--- src/design/iwrb_pkg.sv ---
/*
  constants of the serial wiper register bank: map, fields, reset values,
  timing counts and the serial engine states.
  assumes a 25 MHz system clock.
*/
package iwrb_pkg;
  localparam int CLK_MHZ = 25;
  // register pointers as sent in the address byte
  localparam logic [7:0] ADDR_WIPER = 8'h00;
  localparam logic [7:0] ADDR_RSVD = 8'h01;
  localparam logic [7:0] ADDR_ACCESS = 8'h02;
  // access_control field positions
  localparam int ACR_VOL_BIT = 7;
  localparam int ACR_POWER_DOWN_N_BIT = 6;
  localparam int ACR_WIP_BIT = 5;
  // reset values
  localparam logic [6:0] WIPER_PRESET = 7'h40;
  localparam logic VOL_RESET = 1'b0;
  localparam logic POWER_DOWN_N_RESET = 1'b1;
  localparam logic [7:0] IVR_FACTORY = 8'h10;
  // top five bits of the identification byte
  localparam logic [4:0] DEV_ID_HI = 5'h0a;
  // self-timed non-volatile write, longest time rounded down
  localparam int NV_WRITE_MS = 20;
  localparam int NV_WRITE_CYC = NV_WRITE_MS * CLK_MHZ * 1000;
  // supply settle time before the recall read
  localparam int RECALL_NS = 640;
  localparam int RECALL_CYC = (RECALL_NS * CLK_MHZ + 999) / 1000;
  typedef enum logic [4:0] {
    ST_IDLE = 5'b00001,
    ST_ID = 5'b00010,
    ST_REG = 5'b00100,
    ST_WR = 5'b01000,
    ST_RD = 5'b10000
  } iwrb_state_t;
endpackage : iwrb_pkg

--- src/design/iwrb_top.sv ---
/*
  serial-slave register bank of a single wiper potentiometer: wiper,
  stored initial value, access control, recall and shutdown.
  assumes an external master clocking the two-wire bus, pull-ups on both
  wires, and arst_n asserted only at power-up.
*/
`timescale 1ns/1ps
`default_nettype none
module iwrb_top #(
  parameter int unsigned NV_WRITE_CYC = iwrb_pkg::NV_WRITE_CYC, // store cycle length
  parameter logic [7:0] IVR_FACTORY = iwrb_pkg::IVR_FACTORY // store content at power-up
) (
  input wire logic clk_sys, // system clock
  input wire logic arst_n, // power-up reset
  input wire logic scl_in, // serial clock pin
  input wire logic sda_in, // serial data pin level
  output logic sda_out, // data pin drive value
  output logic sda_oe_n, // data pin enable, low drives
  input wire logic addr_pin_high, // address pin, upper
  input wire logic addr_pin_low, // address pin, lower
  input wire logic power_down_n, // shutdown pin
  output logic [6:0] wiper_tap, // selected tap
  output logic array_open, // array end to end open
  output logic wiper_grounded, // wiper tied to ground
  output logic nv_write_pending // store cycle running
);
  ////////////////////////////////////////////////////////////////////////
  // pin synchronisers; bit 0 is read only by bit 1
  logic [1:0] scl_q;
  logic [1:0] sda_q;
  logic [1:0] a1_q;
  logic [1:0] a0_q;
  logic [1:0] pd_q;
  logic scl_d_r;
  logic sda_d_r;
  always_ff @(posedge clk_sys or negedge arst_n)
  begin
    if (!arst_n)
    begin
      scl_q <= 2'h3;
      sda_q <= 2'h3;
      a1_q <= 2'h0;
      a0_q <= 2'h0;
      pd_q <= 2'h3;
      scl_d_r <= 1'b1;
      sda_d_r <= 1'b1;
    end
    else
    begin
      scl_q <= {scl_q[0], scl_in};
      sda_q <= {sda_q[0], sda_in};
      a1_q <= {a1_q[0], addr_pin_high};
      a0_q <= {a0_q[0], addr_pin_low};
      pd_q <= {pd_q[0], power_down_n};
      scl_d_r <= scl_q[1];
      sda_d_r <= sda_q[1];
    end
  end
  wire scl_rise = scl_q[1] & ~scl_d_r;
  wire scl_fall = ~scl_q[1] & scl_d_r;
  wire start_det = scl_q[1] & scl_d_r & sda_d_r & ~sda_q[1];
  wire stop_det = scl_q[1] & scl_d_r & ~sda_d_r & sda_q[1];
  ////////////////////////////////////////////////////////////////////////
  // power-up: preset, then recall once the supply has settled
  localparam int RCW = 8;
  localparam logic [RCW-1:0] RECALL_LAST = RCW'(iwrb_pkg::RECALL_CYC - 1);
  logic [RCW-1:0] pu_cnt_r;
  logic pu_busy_r;
  wire recall_now = pu_busy_r & (pu_cnt_r == RECALL_LAST);
  always_ff @(posedge clk_sys or negedge arst_n)
  begin
    if (!arst_n)
    begin
      pu_cnt_r <= '0;
      pu_busy_r <= 1'b1;
    end
    else if (pu_busy_r)
    begin
      pu_cnt_r <= pu_cnt_r + 1'b1;
      pu_busy_r <= ~recall_now;
    end
  end
  ////////////////////////////////////////////////////////////////////////
  // serial engine
  iwrb_pkg::iwrb_state_t state_r, state_nxt;
  logic [3:0] bit_cnt_r, bit_cnt_nxt;
  logic ack_ph_r, ack_ph_nxt;
  logic [7:0] rx_r, rx_nxt;
  logic [7:0] tx_r, tx_nxt;
  logic drive_r, drive_nxt;
  logic rw_r, rw_nxt;
  logic [7:0] ptr_r, ptr_nxt;
  logic nack_r, nack_nxt;
  logic [6:0] wiper_r;
  logic [7:0] ivr_r;
  logic [7:0] ivr_pend_r;
  logic nv_arm_r;
  logic vol_r;
  logic power_down_n_r;
  logic wip_r;
  logic [31:0] nv_cnt_r;
  logic shut_r;
  wire byte_end = scl_fall & (bit_cnt_r == 4'h8) & ~ack_ph_r;
  wire ack_end = scl_fall & ack_ph_r;
  wire id_match = rx_r[7:1] == {iwrb_pkg::DEV_ID_HI, a1_q[1], a0_q[1]};
  wire at_wiper = ptr_r == iwrb_pkg::ADDR_WIPER;
  wire at_access = ptr_r == iwrb_pkg::ADDR_ACCESS;
  // writes lock out while a store cycle runs
  wire wr_ok = (state_r == iwrb_pkg::ST_WR) & byte_end & ~wip_r;
  wire wr_vol = wr_ok & at_wiper & vol_r;
  wire wr_ivr = wr_ok & at_wiper & ~vol_r;
  wire wr_acr = wr_ok & at_access;
  wire [7:0] acr_img = {vol_r, power_down_n_r, wip_r, 5'h00};
  wire [7:0] wiper_img = vol_r ? {1'b0, wiper_r} : ivr_r;
  wire [7:0] rd_data = at_wiper ? wiper_img : at_access ? acr_img : 8'h00;
  always_comb
  begin
    state_nxt = state_r;
    bit_cnt_nxt = bit_cnt_r;
    ack_ph_nxt = ack_ph_r;
    rx_nxt = rx_r;
    tx_nxt = tx_r;
    drive_nxt = drive_r;
    rw_nxt = rw_r;
    ptr_nxt = ptr_r;
    nack_nxt = nack_r;
    // a start during power-up is not seen
    if (start_det & ~pu_busy_r)
    begin
      state_nxt = iwrb_pkg::ST_ID;
      bit_cnt_nxt = 4'h0;
      ack_ph_nxt = 1'b0;
      drive_nxt = 1'b0;
    end
    else if (stop_det)
    begin
      state_nxt = iwrb_pkg::ST_IDLE;
      bit_cnt_nxt = 4'h0;
      ack_ph_nxt = 1'b0;
      drive_nxt = 1'b0;
    end
    else if (state_r != iwrb_pkg::ST_IDLE)
    begin
      if (scl_rise & ~ack_ph_r & (bit_cnt_r != 4'h8))
      begin
        rx_nxt = {rx_r[6:0], sda_q[1]};
        bit_cnt_nxt = bit_cnt_r + 4'h1;
      end
      if (scl_rise & ack_ph_r)
        nack_nxt = sda_q[1];
      if (byte_end)
      begin
        ack_ph_nxt = 1'b1;
        drive_nxt = 1'b0;
        unique case (state_r)
          iwrb_pkg::ST_ID:
          begin
            rw_nxt = rx_r[0];
            drive_nxt = id_match;
            if (!id_match)
              state_nxt = iwrb_pkg::ST_IDLE;
          end
          iwrb_pkg::ST_REG:
          begin
            ptr_nxt = rx_r;
            drive_nxt = 1'b1;
          end
          iwrb_pkg::ST_WR:
            drive_nxt = 1'b1;
          iwrb_pkg::ST_RD:
            drive_nxt = 1'b0;
          iwrb_pkg::ST_IDLE:
            drive_nxt = 1'b0;
        endcase
      end
      else if (ack_end)
      begin
        ack_ph_nxt = 1'b0;
        bit_cnt_nxt = 4'h0;
        drive_nxt = 1'b0;
        unique case (state_r)
          iwrb_pkg::ST_ID:
          begin
            if (rw_r)
            begin
              state_nxt = iwrb_pkg::ST_RD;
              tx_nxt = rd_data;
              drive_nxt = ~rd_data[7];
            end
            else
              state_nxt = iwrb_pkg::ST_REG;
          end
          iwrb_pkg::ST_REG:
            state_nxt = iwrb_pkg::ST_WR;
          // only one data byte per write is taken
          iwrb_pkg::ST_WR:
            state_nxt = iwrb_pkg::ST_IDLE;
          iwrb_pkg::ST_RD:
          begin
            if (!nack_r)
            begin
              tx_nxt = rd_data;
              drive_nxt = ~rd_data[7];
            end
            else
              state_nxt = iwrb_pkg::ST_IDLE;
          end
          iwrb_pkg::ST_IDLE:
            state_nxt = iwrb_pkg::ST_IDLE;
        endcase
      end
      else if (scl_fall & (state_r == iwrb_pkg::ST_RD))
      begin
        tx_nxt = {tx_r[6:0], 1'b0};
        drive_nxt = ~tx_r[6];
      end
    end
  end
  always_ff @(posedge clk_sys or negedge arst_n)
  begin
    if (!arst_n)
    begin
      state_r <= iwrb_pkg::ST_IDLE;
      bit_cnt_r <= 4'h0;
      ack_ph_r <= 1'b0;
      rx_r <= 8'h00;
      tx_r <= 8'h00;
      drive_r <= 1'b0;
      rw_r <= 1'b0;
      ptr_r <= 8'h00;
      nack_r <= 1'b1;
    end
    else
    begin
      state_r <= state_nxt;
      bit_cnt_r <= bit_cnt_nxt;
      ack_ph_r <= ack_ph_nxt;
      rx_r <= rx_nxt;
      tx_r <= tx_nxt;
      drive_r <= drive_nxt;
      rw_r <= rw_nxt;
      ptr_r <= ptr_nxt;
      nack_r <= nack_nxt;
    end
  end
  // open drain: only ever pulls low
  assign sda_out = 1'b0;
  assign sda_oe_n = ~drive_r;
  ////////////////////////////////////////////////////////////////////////
  // register bank and self-timed store cycle; store written at stop
  wire nv_start = stop_det & nv_arm_r;
  wire nv_done = wip_r & (nv_cnt_r == NV_WRITE_CYC - 1);
  always_ff @(posedge clk_sys or negedge arst_n)
  begin
    if (!arst_n)
    begin
      wiper_r <= iwrb_pkg::WIPER_PRESET;
      ivr_r <= IVR_FACTORY;
      ivr_pend_r <= 8'h00;
      nv_arm_r <= 1'b0;
      vol_r <= iwrb_pkg::VOL_RESET;
      power_down_n_r <= iwrb_pkg::POWER_DOWN_N_RESET;
    end
    else
    begin
      if (recall_now)
        wiper_r <= ivr_r[6:0];
      else if (wr_vol | wr_ivr)
        wiper_r <= rx_r[6:0];
      if (wr_ivr)
      begin
        ivr_pend_r <= rx_r;
        nv_arm_r <= 1'b1;
      end
      else if (nv_start)
        nv_arm_r <= 1'b0;
      if (nv_start)
        ivr_r <= ivr_pend_r;
      if (wr_acr)
      begin
        vol_r <= rx_r[iwrb_pkg::ACR_VOL_BIT];
        power_down_n_r <= rx_r[iwrb_pkg::ACR_POWER_DOWN_N_BIT];
      end
    end
  end
  always_ff @(posedge clk_sys or negedge arst_n)
  begin
    if (!arst_n)
    begin
      wip_r <= 1'b0;
      nv_cnt_r <= 32'h0;
    end
    else
    begin
      wip_r <= nv_start | (wip_r & ~nv_done);
      nv_cnt_r <= wip_r ? nv_cnt_r + 32'h1 : 32'h0;
    end
  end
  assign nv_write_pending = wip_r;
  // shutdown; the serial engine above ignores it entirely
  always_ff @(posedge clk_sys or negedge arst_n)
  begin
    if (!arst_n)
      shut_r <= 1'b0;
    else
      shut_r <= ~pd_q[1] | ~power_down_n_r;
  end
  assign array_open = shut_r;
  assign wiper_grounded = shut_r;
  // tap code stays in the wiper register while shut down
  assign wiper_tap = wiper_r;
endmodule : iwrb_top
`default_nettype wire

--- config.mk ---
export PLATFORM = sky130hd
export DESIGN_NAME = iwrb_top
export DESIGN_NICKNAME = d
export VERILOG_FILES = /design/src/design/iwrb_pkg.sv /design/src/design/iwrb_top.sv
export SDC_FILE = /design/constraint.sdc
export NUM_CORES = 1
export LEC_CHECK = 0
export BUFFER_PORTS_ARGS = -buffer_cell sky130_fd_sc_hd__buf_4
export CAP_MARGIN = 20
export CORE_MARGIN = 2
export CORE_UTILIZATION = 35
export DETAILED_ROUTE_END_ITERATION = 7
export GPL_TIMING_DRIVEN = 0
export PLACE_DENSITY = 0.63
export SLEW_MARGIN = 20
export SYNTH_ARGS = -nofsm -noshare
export SYNTH_HDL_FRONTEND = slang
export SYNTH_SLANG_ARGS = --single-unit
--- constraint.sdc ---
create_clock -name clk_sys -period 2.31 [get_ports clk_sys]
set_input_delay 0.1155 -clock clk_sys [delete_from_list [all_inputs] [get_ports clk_sys]]
set_output_delay 0.1155 -clock clk_sys [all_outputs]
set_load 0.1 [all_outputs]
==> impl_metrics.py <==
metrics = {
    "clocking": {
        "clock_latency_ps": 420,
        "h-tree-depth": 4,
        "cts_tree": "done",
        "cts_buffers": 17,
        "cts-root-buf": "clkbuf_16",
        "cts.sinks": 117,
        "max-clock-path-buffers": 2,
        "clk_pin_slew_ps": 60,
    },
    "final_layout": {
        "final_util_pct": 44.8,
        "fin_area_sq_um": 7040,
        "syn2layout_area_growth_pct": 26.5,
        "drive_above_1_share_pct": 29.8,
        "nets": 569,
        "diodes": 0,
    },
    "worst_setup_path": {
        "worst-endpoint-arrival_ps": 2660,
        "max_stage_delay_ps": 500,
        "crit-reg2reg-launch": "bit_cnt_r[1]$_DFFE_PN0P_",
        "path_cells": "inv_2 > ha_4 > nand3b_1 > or3_4 > or4_4 > nor3_4 > buf_6 > mux2_4",
        "critPathRequiredTime_ps": 2610,
        "cpMaxStageDelayCell": "or4_4",
        "worstRegToRegCells": 8,
        "cp_max_fo": 5,
        "endpoint_kind": "flip-flop",
        "critical_path_class": "reg2reg",
        "reg2reg_slack_ps": -60,
        "timing.rr.end": "ivr_pend_r[3]$_DFFE_PN0P_",
        "start_kind": "flip-flop",
    },
    "global_routing": {
        "antenna_found_initial": 0,
        "first_global_vias": 4071,
        "grt_pass1_wl_mm": 20.5,
        "track_usage_pct": 15.8,
        "grt_overflow": 0,
        "grt_max_degree": 84,
    },
    "synth": {
        "synth_top_cell_area_share_pct": 46.3,
        "synth_cells": 494,
        "ys_seq_area_share_pct": 52.9,
        "synthFlopType": "dfrtp_1",
        "synth-edff-count": 0,
        "syn_nets": 505,
        "ys_warn_count": 0,
        "postSynthAreaPerCell_sq_um": 11.3,
        "synth_top_cell_by_area": "dfrtp_1",
        "yosysMostFrequentCell": "dfrtp_1",
        "synth_common_cells": "103 x dfrtp_1, 49 x mux2_2, 42 x nand2_1",
        "ys_ff_latch": 117,
        "syn_area_sq_um": 5560,
        "async_flop_share_pct": 100,
        "ys_types": 57,
        "synth_area_leaders": "dfrtp_1 46%, mux2_2 9.9%, dfstp_2 6.6%",
    },
    "sta": {
        "period_share_pct": 102,
        "rsz0062_at_grt": "yes",
        "setup_ws_ps": -56.8,
        "max_freq_mhz": 423,
        "relSlewSlack_pct": 52.0,
        "finalMaxSlewViolations": 0,
        "setup_viol": 8,
        "period_minus_slack_ps": 2370,
        "worst_slew_pin_slew_ps": 717,
        "skew_ps": 6.46,
        "hold_violations": 0,
        "setup_tns_ps": -325,
    },
    "route": {
        "vias": 3998,
        "dr.first_iter.drc_count": 332,
        "viasPerCell": 5.08,
        "drc": 0,
        "drt-total-wl_mm": 12.3,
        "dr.pass1.iters": 4,
        "routedWlPerCell_um": 15.6,
        "postRouteAntennaNets": 0,
    },
    "place": {
        "gp_congestion": 0.864,
        "hpwl_mm": 7.65,
        "port_buffers": 17,
        "place_area_sq_um": 5990,
    },
    "floorplanning": {
        "top_level_ports": 19,
        "core_area_sq_um": 15700,
        "start_util_pct": 35.4,
        "die_area_sq_um": 16900,
        "die_h_um": 130,
        "rows": 46,
        "die_w_um": 130,
    },
    "power": {
        "p_leak_uw": 0.00304,
        "ir_drop_uv": 514,
        "switchingPower_uw": 1620,
        "powerDensity_nw_per_um2": 869,
        "switching_share_pct": 26.4,
        "pwr-share-seq_pct": 40.7,
        "power.internal_uw": 4500,
        "clkPwrFrac_pct": 45.9,
        "combPwrFrac_pct": 13.4,
    },
    "status": {
        "violations": "negative setup slack",
        "status": "complete, but fails checks",
    },
    "job": {
        "cap_violations": 0,
    },
    "min_path": {
        "hold_class": "in2async",
    },
}
[cell usage in the layout (no fill, tap or decap), types with 11 or more instances in the layout]
cell       count
clkbuf_16     17
and2_1        20
dfrtp_1      102
buf_4         41
nand2_1       42
nand4_1       19
mux2_2        34
xnor2_1       22
o21ai_0       18
dfstp_2       14
clkbuf_1      12
nand3_1       21
nor2_1        21
mux2i_1       16
mux2_4        15
xor2_1        11
[metrics by stage]
step | setup slack [ps] | power, uW | std cells | hold slack, ps
floorplan | -163 | 2870 | 494 | -180
global placement | -441 | 3080 | 727 | 224
detailed placement | -507 | 3110 | 728 | 34.2
CTS | -186 | 6080 | 783 | 156
global route | -150 | 6400 | 787 | 190
finish | -56.8 | 6120 | 787 | 162
[flip-flops by register name, summed over array words and instances (netlist names), 2 cells and up]
| name | count |
|---|---|
| scl_q | 2 |
| rx_r | 8 |
| pd_q | 2 |
| tx_r | 7 |
| a1_q | 2 |
| wiper_tap | 7 |
| state_r | 5 |
| ivr_r | 8 |
| bit_cnt_r | 4 |
| nv_cnt_r | 32 |
| a0_q | 2 |
| pu_cnt_r | 8 |
| sda_q | 2 |
| ivr_pend_r | 8 |
| ptr_r | 8 |
[layer usage]
layer | routed length, um | share of wire (%) | global-route usage [%]
met1 | 5460 | 44 | 19.8
met4 | 233 | 1.9 | 5.88
met2 | 6190 | 50 | 26.3
met3 | 398 | 3.2 | 4.06
met5 | 0 | 0 | 0
[cells by family (layout without fill, tap and decap cells)]
group,Yosys count,in the layout,synth area share (%)
other,1,1,0.0674
buffers and inverters,31,108,2.32
multiplexers,66,66,13.0
XOR/XNOR,33,33,5.19
flip-flops,117,117,52.9
adder cells (fa/ha/maj),4,4,0.900
AND/OR/NAND/NOR,188,188,19.0
AO/OA/AOI/OAI,54,54,6.66
[worst max path at each step]
stage	start	endpoint	slack (ps)	cells after the start
4_1_cts	bit_cnt_r[0]$_DFFE_PN0P_	ivr_pend_r[2]$_DFFE_PN0P_	-190	10
2_1_floorplan	bit_cnt_r[0]$_DFFE_PN0P_	ivr_pend_r[0]$_DFFE_PN0P_	-160	8
3_5_place_dp	bit_cnt_r[0]$_DFFE_PN0P_	ivr_pend_r[4]$_DFFE_PN0P_	-510	8
3_3_place_gp	bit_cnt_r[0]$_DFFE_PN0P_	ivr_pend_r[3]$_DFFE_PN0P_	-440	8
5_1_grt	bit_cnt_r[1]$_DFFE_PN0P_	ivr_pend_r[3]$_DFFE_PN0P_	-150	8
6_report	bit_cnt_r[1]$_DFFE_PN0P_	ivr_pend_r[3]$_DFFE_PN0P_	-60	8
[critical path, delay by kind of cell (launching register included)]
| kind | cells | cell delay (ps) |
|---|---|---|
| buffers and inverters | 2 | 260 |
| flip-flops | 1 | 390 |
| adder cells (fa/ha/maj) | 1 | 120 |
| AND/OR/NAND/NOR | 4 | 1170 |
| multiplexers | 1 | 310 |
[power by group through the flow]
stage | Sequential [uW] | Combinational [uW] | Clock [uW]
2_1_floorplan | 2390 | 482 | 0
3_3_place_gp | 2440 | 631 | 0
3_5_place_dp | 2450 | 658 | 0
4_1_cts | 2410 | 804 | 2860
5_1_grt | 2520 | 905 | 2980
6_report | 2490 | 820 | 2810
[final cells by class]
class	instances	area (sq um)
clock inverters	11	174
plain buffers	17	86.3
well taps	216	270
repair buffers	50	432
flip-flops and latches	117	2950
inverters	9	33.8
multi-input cells	346	2630
clock buffers	21	460
fillers	1446	8680
[timing repair]
action                                 CTS  global route
setup buffers                           16            10
pin swaps                                8             8
setup endpoints to repair               42            49
gates cloned                             1             1
gates resized for setup                 31            15
endpoints found under the hold margin   39             0
hold buffers                             6             0
Power figures use the tool's default switching activity.
